--- config.mk ---
export PLATFORM = sky130hd
export DESIGN_NAME = pmx_top
export DESIGN_NICKNAME = d
export VERILOG_FILES = /design/src/rtl/pmx_top.v
export VERILOG_INCLUDE_DIRS = /design/src /design/src/include
export SDC_FILE = /design/constraint.sdc
export NUM_CORES = 1
export LEC_CHECK = 0
export BUFFER_PORTS_ARGS = -buffer_cell sky130_fd_sc_hd__buf_2
export CORE_UTILIZATION = 59
export CTS_CLUSTER_SIZE = 16
export DETAILED_ROUTE_END_ITERATION = 6
export PLACE_DENSITY = 0.92
export REMOVE_ABC_BUFFERS = 1
export SYNTH_ARGS = -nofsm -noshare
export SYNTH_HDL_FRONTEND = slang
export SYNTH_SLANG_ARGS = --single-unit
--- constraint.sdc ---
create_clock -name MCLK -period 38.3 [get_ports MCLK]
set_input_delay 3.83 -clock MCLK [delete_from_list [all_inputs] [get_ports MCLK]]
set_output_delay 3.83 -clock MCLK [all_outputs]
set_load 0.01 [all_outputs]
--- src/include/pmx_regs.vh ---
// register offsets, field positions, reset values and mode codes of the pin multiplexer
`ifndef PMX_REGS_VH
`define PMX_REGS_VH

// register byte offsets
`define PMX_CTRL_OFS 12'h000
`define PMX_STAT_OFS 12'h004
`define PMX_BUSCFG_OFS 12'h008
`define PMX_DIR_BASE 12'h040
`define PMX_DATA_BASE 12'h080
`define PMX_PIN_BASE 12'h0C0
`define PMX_FSEL_BASE 12'h100
`define PMX_BANK_MASK 12'hFC0

// control register fields
`define PMX_CTRL_MEMEXP 0
`define PMX_CTRL_CLKIO 1
`define PMX_CTRL_RST 32'h0000_0000

// bus configuration register fields
`define PMX_BUSCFG_ADDR 0
`define PMX_BUSCFG_CS_LO 1
`define PMX_BUSCFG_RST 32'h0000_0000

// status register fields
`define PMX_STAT_STRAP 0
`define PMX_STAT_MODE_LO 1
`define PMX_STAT_BYTE 3
`define PMX_STAT_INRST 4

// port register reset values: all pins inputs, data low
`define PMX_DIR_RST 8'h00
`define PMX_DATA_RST 8'h00
`define PMX_FSEL_RST 8'h00

// processor modes
`define PMX_MODE_SC 2'h0
`define PMX_MODE_MX 2'h1
`define PMX_MODE_MP 2'h2

// port numbering
`define PMX_NPORT 11
`define PMX_FIRST_FN 5
`define PMX_LAST_FN 9

`endif

--- src/rtl/pmx_top.v ---
// processor-mode pin multiplexer with APB register access
`timescale 1ns/1ns
`include "pmx_regs.vh"
module pmx_top #(
   parameter PORT_W = 8
)(
   // clock and reset
   input wire MCLK,
   input wire RST,
   // device pins: strap, reset, width select, enable
   input wire MODE_STRAP_PIN,
   input wire RESET_PIN_N,
   input wire BUS_WIDTH_SEL,
   output reg E_PIN,
   output reg DEVICE_RESET,
   // apb slave
   input wire PSEL,
   input wire PENABLE,
   input wire PWRITE,
   input wire [11:0] PADDR,
   input wire [31:0] PWDATA,
   output reg [31:0] PRDATA,
   output reg PREADY,
   output reg PSLVERR,
   // bus interface unit side, pin levels
   input wire [23:0] BIU_ADDR,
   input wire BIU_RD_STROBE,
   input wire BIU_WR_STROBE,
   input wire BIU_HIGH_BYTE_ENABLE,
   input wire BIU_ALE,
   input wire BIU_HOLD_ACKNOWLEDGE,
   input wire BIU_PHI1,
   input wire BIU_ENABLE,
   input wire BIU_WRITE_CYCLE,
   input wire [4:0] BIU_CHIP_SELECT_OUTPUT,
   input wire [7:0] BIU_WDATA,
   output reg [7:0] BIU_RDATA,
   output reg BIU_HOLD_REQ,
   output reg BIU_READY,
   output reg BIU_BUS_8BIT,
   output reg [1:0] PROC_MODE,
   // peripheral function side, ports 5 to 9
   input wire [7:0] P5_FN_OUT,
   input wire [7:0] P5_FN_OE,
   output reg [7:0] P5_FN_IN,
   input wire [7:0] P6_FN_OUT,
   input wire [7:0] P6_FN_OE,
   output reg [7:0] P6_FN_IN,
   input wire [7:0] P7_FN_OUT,
   input wire [7:0] P7_FN_OE,
   output reg [7:0] P7_FN_IN,
   input wire [7:0] P8_FN_OUT,
   input wire [7:0] P8_FN_OE,
   output reg [7:0] P8_FN_IN,
   input wire [5:0] P9_FN_OUT,
   input wire [5:0] P9_FN_OE,
   output reg [5:0] P9_FN_IN,
   // port pins 0 to 10
   input wire [7:0] P0_IN,
   output reg [7:0] P0_OUT,
   output reg [7:0] P0_OE,
   input wire [7:0] P1_IN,
   output reg [7:0] P1_OUT,
   output reg [7:0] P1_OE,
   input wire [4:0] P2_IN,
   output reg [4:0] P2_OUT,
   output reg [4:0] P2_OE,
   input wire [3:0] P3_IN,
   output reg [3:0] P3_OUT,
   output reg [3:0] P3_OE,
   input wire [7:0] P4_IN,
   output reg [7:0] P4_OUT,
   output reg [7:0] P4_OE,
   input wire [7:0] P5_IN,
   output reg [7:0] P5_OUT,
   output reg [7:0] P5_OE,
   input wire [7:0] P6_IN,
   output reg [7:0] P6_OUT,
   output reg [7:0] P6_OE,
   input wire [7:0] P7_IN,
   output reg [7:0] P7_OUT,
   output reg [7:0] P7_OE,
   input wire [7:0] P8_IN,
   output reg [7:0] P8_OUT,
   output reg [7:0] P8_OE,
   input wire [5:0] P9_IN,
   output reg [5:0] P9_OUT,
   output reg [5:0] P9_OE,
   input wire [7:0] P10_IN,
   output reg [7:0] P10_OUT,
   output reg [7:0] P10_OE
);

   // port index from a word address within a bank, valid below the port count
   function port_ok;
      input [11:0] addr;
      input [11:0] base;
      begin
         port_ok = ((addr & `PMX_BANK_MASK) == base) && (addr[5:2] < `PMX_NPORT);
      end
   endfunction

   integer i;
   // separate loop index for the clocked process, so no variable has two drivers
   integer k;
   reg [31:0] ctrl_reg;
   reg [31:0] buscfg_reg;
   reg [PORT_W-1:0] dir_reg [0:`PMX_NPORT-1];
   reg [PORT_W-1:0] data_reg [0:`PMX_NPORT-1];
   reg [PORT_W-1:0] fsel_reg [0:`PMX_NPORT-1];
   reg [PORT_W-1:0] o_next [0:`PMX_NPORT-1];
   reg [PORT_W-1:0] e_next [0:`PMX_NPORT-1];
   reg [31:0] rdata_next;
   reg slverr_next;
   reg [1:0] mode_next;
   wire [PORT_W-1:0] pin_in [0:`PMX_NPORT-1];
   wire [PORT_W-1:0] fn_out [0:`PMX_NPORT-1];
   wire [PORT_W-1:0] fn_oe [0:`PMX_NPORT-1];
   wire dev_rst = ~RESET_PIN_N;
   wire ext_mode = (mode_next != `PMX_MODE_SC);
   wire [3:0] idx = PADDR[5:2];
   wire apb_setup = PSEL & ~PENABLE;
   wire apb_write = PSEL & PENABLE & PREADY & PWRITE & ~PSLVERR;

   // narrow ports padded to the common width, port 2 bit 4 is pin 7
   assign pin_in[0] = P0_IN;
   assign pin_in[1] = P1_IN;
   assign pin_in[2] = {3'h0, P2_IN};
   assign pin_in[3] = {4'h0, P3_IN};
   assign pin_in[4] = P4_IN;
   assign pin_in[5] = P5_IN;
   assign pin_in[6] = P6_IN;
   assign pin_in[7] = P7_IN;
   assign pin_in[8] = P8_IN;
   assign pin_in[9] = {2'h0, P9_IN};
   assign pin_in[10] = P10_IN;
   assign fn_out[5] = P5_FN_OUT;
   assign fn_out[6] = P6_FN_OUT;
   assign fn_out[7] = P7_FN_OUT;
   assign fn_out[8] = P8_FN_OUT;
   assign fn_out[9] = {2'h0, P9_FN_OUT};
   assign fn_oe[5] = P5_FN_OE;
   assign fn_oe[6] = P6_FN_OE;
   assign fn_oe[7] = P7_FN_OE;
   assign fn_oe[8] = P8_FN_OE;
   assign fn_oe[9] = {2'h0, P9_FN_OE};
   genvar g;
   generate
      for (g = 0; g < `PMX_FIRST_FN; g = g + 1)
      begin : g_nofn
         assign fn_out[g] = 8'h00;
         assign fn_oe[g] = 8'h00;
      end
      assign fn_out[10] = 8'h00;
      assign fn_oe[10] = 8'h00;
   endgenerate

   // processor mode from the strap and the expansion control bit
   always @*
   begin
      if (MODE_STRAP_PIN)
         mode_next = `PMX_MODE_MP;
      else if (ctrl_reg[`PMX_CTRL_MEMEXP])
         mode_next = `PMX_MODE_MX;
      else
         mode_next = `PMX_MODE_SC;
   end

   // pin level and enable per port
   always @*
   begin
      for (i = 0; i < `PMX_NPORT; i = i + 1)
      begin
         // peripheral function owns selected pins, otherwise direction/data registers
         o_next[i] = (fsel_reg[i] & fn_out[i]) | (~fsel_reg[i] & data_reg[i]);
         e_next[i] = (fsel_reg[i] & fn_oe[i]) | (~fsel_reg[i] & dir_reg[i]);
      end
      // ports 5 to 8 keep their peripheral muxing in every mode, port 9 unless buscfg_reg gives its pins to the bus
      if (ext_mode)
      begin
         o_next[0] = BIU_ADDR[7:0];
         e_next[0] = 8'hFF;
         o_next[1] = BIU_ADDR[15:8];
         e_next[1] = 8'hFF;
         o_next[2] = {3'h0, BIU_ADDR[23], BIU_ADDR[19:16]};
         e_next[2] = 8'h1F;
         o_next[3] = {4'h0, BIU_HOLD_ACKNOWLEDGE, BIU_ALE, BIU_HIGH_BYTE_ENABLE, BIU_WR_STROBE};
         e_next[3] = 8'h0F;
         // hold request and ready are inputs here
         o_next[4][1:0] = 2'h0;
         e_next[4][1:0] = 2'h0;
         if (!(mode_next == `PMX_MODE_MX && ctrl_reg[`PMX_CTRL_CLKIO]))
         begin
            o_next[4][2] = BIU_PHI1;
            e_next[4][2] = 1'b1;
         end
         // port 9 bus functions: address 20-22 on pins 0-2, chip selects on pins 1-5
         for (i = 1; i < 6; i = i + 1)
         begin
            if (buscfg_reg[`PMX_BUSCFG_CS_LO + i - 1])
            begin
               o_next[9][i] = BIU_CHIP_SELECT_OUTPUT[i - 1];
               e_next[9][i] = 1'b1;
            end
         end
         if (buscfg_reg[`PMX_BUSCFG_ADDR])
         begin
            o_next[9][2:0] = BIU_ADDR[22:20];
            e_next[9][2:0] = 3'h7;
         end
         // data pins drive on every write, float on reads
         o_next[10] = BIU_WDATA;
         e_next[10] = {8{BIU_WRITE_CYCLE}};
      end
   end

   // register read mux and unmapped decode
   always @*
   begin
      rdata_next = 32'h0000_0000;
      slverr_next = 1'b0;
      if (PADDR == `PMX_CTRL_OFS)
         rdata_next = ctrl_reg;
      else if (PADDR == `PMX_STAT_OFS)
      begin
         rdata_next[`PMX_STAT_STRAP] = MODE_STRAP_PIN;
         rdata_next[`PMX_STAT_MODE_LO + 1 -: 2] = mode_next;
         rdata_next[`PMX_STAT_BYTE] = BUS_WIDTH_SEL;
         rdata_next[`PMX_STAT_INRST] = dev_rst;
      end
      else if (PADDR == `PMX_BUSCFG_OFS)
         rdata_next = buscfg_reg;
      else if (port_ok(PADDR, `PMX_DIR_BASE))
         rdata_next[PORT_W-1:0] = dir_reg[idx];
      else if (port_ok(PADDR, `PMX_DATA_BASE))
         rdata_next[PORT_W-1:0] = data_reg[idx];
      else if (port_ok(PADDR, `PMX_PIN_BASE))
         rdata_next[PORT_W-1:0] = pin_in[idx];
      else if (port_ok(PADDR, `PMX_FSEL_BASE) && idx >= `PMX_FIRST_FN && idx <= `PMX_LAST_FN)
         rdata_next[PORT_W-1:0] = fsel_reg[idx];
      else
         slverr_next = 1'b1;
   end

   // apb handshake: one wait-free access phase, answer registered in setup
   always @(posedge MCLK or posedge RST)
   begin
      if (RST)
      begin
         PREADY <= 1'b0;
         PSLVERR <= 1'b0;
         PRDATA <= 32'h0000_0000;
      end
      else
      begin
         PREADY <= apb_setup;
         PSLVERR <= apb_setup & slverr_next;
         if (apb_setup)
            PRDATA <= rdata_next;
      end
   end

   // configuration registers, cleared while the reset pin is low
   always @(posedge MCLK or posedge RST)
   begin
      if (RST)
      begin
         ctrl_reg <= `PMX_CTRL_RST;
         buscfg_reg <= `PMX_BUSCFG_RST;
         for (k = 0; k < `PMX_NPORT; k = k + 1)
         begin
            dir_reg[k] <= `PMX_DIR_RST;
            data_reg[k] <= `PMX_DATA_RST;
            fsel_reg[k] <= `PMX_FSEL_RST;
         end
      end
      else if (dev_rst)
      begin
         ctrl_reg <= `PMX_CTRL_RST;
         buscfg_reg <= `PMX_BUSCFG_RST;
         for (k = 0; k < `PMX_NPORT; k = k + 1)
         begin
            dir_reg[k] <= `PMX_DIR_RST;
            data_reg[k] <= `PMX_DATA_RST;
            fsel_reg[k] <= `PMX_FSEL_RST;
         end
      end
      else if (apb_write)
      begin
         if (PADDR == `PMX_CTRL_OFS)
            ctrl_reg <= {30'h0000_0000, PWDATA[1:0]};
         else if (PADDR == `PMX_BUSCFG_OFS)
            buscfg_reg <= {26'h000_0000, PWDATA[5:0]};
         else if (port_ok(PADDR, `PMX_DIR_BASE))
            dir_reg[idx] <= PWDATA[PORT_W-1:0];
         else if (port_ok(PADDR, `PMX_DATA_BASE))
            data_reg[idx] <= PWDATA[PORT_W-1:0];
         else if (port_ok(PADDR, `PMX_FSEL_BASE))
            fsel_reg[idx] <= PWDATA[PORT_W-1:0];
      end
   end

   // registered pins and bus-side outputs
   always @(posedge MCLK or posedge RST)
   begin
      if (RST)
      begin
         E_PIN <= 1'b1;
         DEVICE_RESET <= 1'b1;
         BIU_RDATA <= 8'h00;
         BIU_HOLD_REQ <= 1'b1;
         BIU_READY <= 1'b1;
         BIU_BUS_8BIT <= 1'b0;
         PROC_MODE <= `PMX_MODE_SC;
         P5_FN_IN <= 8'h00;
         P6_FN_IN <= 8'h00;
         P7_FN_IN <= 8'h00;
         P8_FN_IN <= 8'h00;
         P9_FN_IN <= 6'h00;
         P0_OUT <= 8'h00;
         P0_OE <= 8'h00;
         P1_OUT <= 8'h00;
         P1_OE <= 8'h00;
         P2_OUT <= 5'h00;
         P2_OE <= 5'h00;
         P3_OUT <= 4'h0;
         P3_OE <= 4'h0;
         P4_OUT <= 8'h00;
         P4_OE <= 8'h00;
         P5_OUT <= 8'h00;
         P5_OE <= 8'h00;
         P6_OUT <= 8'h00;
         P6_OE <= 8'h00;
         P7_OUT <= 8'h00;
         P7_OE <= 8'h00;
         P8_OUT <= 8'h00;
         P8_OE <= 8'h00;
         P9_OUT <= 6'h00;
         P9_OE <= 6'h00;
         P10_OUT <= 8'h00;
         P10_OE <= 8'h00;
      end
      else
      begin
         DEVICE_RESET <= dev_rst;
         E_PIN <= ext_mode ? BIU_RD_STROBE : BIU_ENABLE;
         BIU_RDATA <= P10_IN;
         BIU_HOLD_REQ <= ext_mode ? P4_IN[0] : 1'b1;
         BIU_READY <= ext_mode ? P4_IN[1] : 1'b1;
         BIU_BUS_8BIT <= ext_mode & BUS_WIDTH_SEL;
         PROC_MODE <= mode_next;
         P5_FN_IN <= P5_IN;
         P6_FN_IN <= P6_IN;
         P7_FN_IN <= P7_IN;
         P8_FN_IN <= P8_IN;
         P9_FN_IN <= P9_IN;
         P0_OUT <= o_next[0];
         P0_OE <= e_next[0];
         P1_OUT <= o_next[1];
         P1_OE <= e_next[1];
         P2_OUT <= o_next[2][4:0];
         P2_OE <= e_next[2][4:0];
         P3_OUT <= o_next[3][3:0];
         P3_OE <= e_next[3][3:0];
         P4_OUT <= o_next[4];
         P4_OE <= e_next[4];
         P5_OUT <= o_next[5];
         P5_OE <= e_next[5];
         P6_OUT <= o_next[6];
         P6_OE <= e_next[6];
         P7_OUT <= o_next[7];
         P7_OE <= e_next[7];
         P8_OUT <= o_next[8];
         P8_OE <= e_next[8];
         P9_OUT <= o_next[9][5:0];
         P9_OE <= e_next[9][5:0];
         P10_OUT <= o_next[10];
         P10_OE <= e_next[10];
      end
   end

endmodule // pmx_top

==> metrics.md <==
| Metric | Value |
|---|---|
| Arrival time worst endpoint | `7.30 ns` |
| Final cell count without fillers | `just over 3k` |
| Antenna violations before repair | `6` |
| Horizontal die dimension | `just under 200 um` |
| CP Class | `primary input to flip-flop` |
| Worst min-delay path category | `flip-flop to flip-flop` |
| Most common cell after layout, fill and taps aside | `nand2_1` |
| Crit Path Max Fanout | `53` |
| WL per Instance | `around 26 um` |
| Count of cell types in the netlist | `62` |
| Overall overflow remaining after global route | `0` |
| Syn. warnings | `0` |
| Total negative slack | `0 ns` |
| # placed instances | `2,941` |
| Overall die height | `about 190 um` |
| Die area | `about 37,000 um^2` |
| Initial cell density of the core | `60.5%` |
| Worst vdd ir | `just under 0.04 mV` |
| TritonCTS buffer count | `48` |
| Post-synth top flop | `dfrtp_1` |
| Std cell rows | `69` |
| Max-capacitance violation count | `0` |
| Violations in the final reports | `DRC` |
| Share of cells above drive strength 1 | `26.5%` |
| Skew-Pair Late Insertion Delay | `between 0.5 and 0.6 ns` |
| Layout net count | `2,782` |
| Net load switching power | `~0.00026 W` |
| Port buffer count | `448` |
| Routability Congestion | `a little under 1` |
| Total count of max-transition violations in the final report | `0` |
| Area Overhead vs Synth | `18.3%` |
| Async set or reset register ratio after synthesis | `100%` |
| WP data required | `38.80 ns` |
| Mapped cell area | `around 22,000 um^2` |
| Final setup violation count | `0` |
| Mapped Cells | `between 2k and 2.5k` |
| Element type at the critical path start | `primary input` |
| Core Area | `roughly 36,000 um^2` |
| Hold-fix buffers, CTS | `0` |
| Unrepaired setup endpoints after global routing | `no` |
| Pin count of the biggest net entering global routing | `186` |
| Setup Fix Bufs, Post-CTS | `0` |
| Flop and latch count out of synthesis | `486` |
| Part of the total power dissipated in sequential elements | `between 40% and 50%` |
| Worst-case headroom to the max-slew limit | `between 10% and 20%` |
| Run status | `complete, but fails checks` |
| Maximum buffer depth of the clock tree | `3` |
| Combinational share of power | `under 10%` |
| Total track usage | `about two fifths` |
| Number of levels in the clock H-tree | `2` |
| Pre-antenna DRT Iters | `7` |
| Vias in the first global route | `between 15k and 20k` |
| Synth top area share | `a little under three fifths` |
| PnR Total Power | `0.00109 W` |
| Starting DRC count in detailed routing | `around 3k` |
| Vias | `19.4k` |
| Time the final worst path needs with I/O delays and setup | `6.80 ns` |
| Actual slew at the worst max-slew pin | `1.29 ns` |
| CTS clock-pin slew for the worst setup and hold paths | `approximately 0.070 ns` |
| Root Buffer | `clkbuf_16` |
| First-pass GRT wire length | `118 mm` |
| Clock net sink count | `486` |
| Final hold vios | `0` |
| Mean Syn Cell Area | `slightly above 10 um^2` |
| Final Hold Slack | `0.463 ns` |
| PD cells | `about 43 nW/um^2` |
| Post_cts resized | `0` |
| Commonest cells after routing, fill and taps aside | `nand2_1 (605), dfrtp_1 (482), buf_2 (446), a21oi_1 (265), mux2i_1 (96)` |
| Number of flops mapped to enable cells by yosys | `0` |
| Clk_skew | `a little under 0.02 ns` |
| Switch share | `24.1%` |
| Internal power consumption | `roughly 0.00083 W` |
| Max Clk Rate | `around 0.15 GHz` |
| Post-route DRC violation count | `38` |
| Area leader, netlist | `dfrtp_1` |
| Kind of end point of the critical path | `flip-flop` |
| CTS tree | `done` |
| Proportion of synthesized chip area in sequential cells | `about 56%` |
| Leakage dissipation | `between 10 and 15 nW` |
| Residual antenna-violating net count after detailed routing | `0` |
| Final worst path period share | `17.7%` |
| Proportion of power drawn by the clock network | `between 40% and 50%` |
| Number of I/O pins | `497` |
| Cell types occupying the most area after synthesis | `dfrtp_1 (56%), nand2_1 (10%), a21oi_1 (6.1%)` |
| Final HPWL from detailed placement | `around 53 mm` |
| Total wirelength of the detailed-routed design | `approximately 78 mm` |
| Via-to-Cell Ratio | `between 6 and 7` |
metrics by stage:
step | setup WS [ns] | utilization, % | instance area [um^2]
CTS | 31.75 | 71.5 | 25600
global placement | 31.26 | 67.0 | 24000
detailed placement | 31.17 | 67.0 | 24000
finish | 31.50 | 71.6 | 25600
global route | 31.39 | 71.5 | 25600
floorplan | 20.91 | - | 21000
routing by layer:
layer	up-vias	routed length (um)	global-route usage (%)
met3	319	10300	12.5
met5	-	27	0
met1	9407	27800	54.3
li1	8029	-	-
met2	1650	35200	63.4
met4	4	4560	22.2
synth_stat cells (29+ instances only):
cell type,n
inv_1,29
nand3b_1,42
dfrtp_1,482
buf_2,31
o21ai_0,57
a21oi_1,265
nor2_1,94
mux4_2,33
mux2_2,86
clkbuf_1,86
nand2_1,605
mux2i_1,96
worst max-delay path, cell delays in order:
cell and delay, ns:
buf_4 0.56, buf_4 0.78, nor2b_2 0.37, buf_4 0.41, nand2_1 0.11, o21ai_0 0.34
a211oi_1 0.20, a311o_1 0.40, a21oi_1 0.16
final cells by class:
cell class,count,area (um^2)
tap,461,577
antenna,4,10.0
fill,2459,10200
multi-input combinational,1497,8750
sequential,486,12200
clock inverter,22,287
clock buffer,67,1330
inverter,33,136
timing repair buffer,464,2380
kinds of logic (layout without fill, tap and decap cells):
kind of cell	Yosys count	after routing	share of synthesized area, %
mux	215	215	12.3
other cells	1	28	0.0173
flops	486	486	56.2
buf+inv	188	586	3.92
compound gates	414	414	10.7
simple gates	844	844	16.9
power groups by stage:
stage          sequential (W)  clock [W]  combinational (W)
2_1_floorplan        0.000536          0          0.0000280
3_3_place_gp         0.000532          0          0.0000763
3_5_place_dp         0.000532          0          0.0000778
5_1_grt              0.000523   0.000509          0.0000851
4_1_cts              0.000523   0.000489          0.0000784
6_report             0.000523   0.000490          0.0000802
final timing paths:
check / startpoint / end / slack, ns / cells past startpoint
setup / recovery: PADDR[2] / PRDATA[0] / 31.50 / 9
hold / removal: fsel_reg[53] / P4_OE[5] / 0.46 / 1
setup reg to reg: PSLVERR / fsel_reg[27] / 34.92 / 6
hold reg to reg: fsel_reg[53] / P4_OE[5] / 0.46 / 1
max in group asynchronous: RST / fsel_reg[76] / 33.06 / 3
min in group asynchronous: RST / P1_OUT[3] / 3.49 / 2
Note: power is estimated with default switching activity, not from simulation.
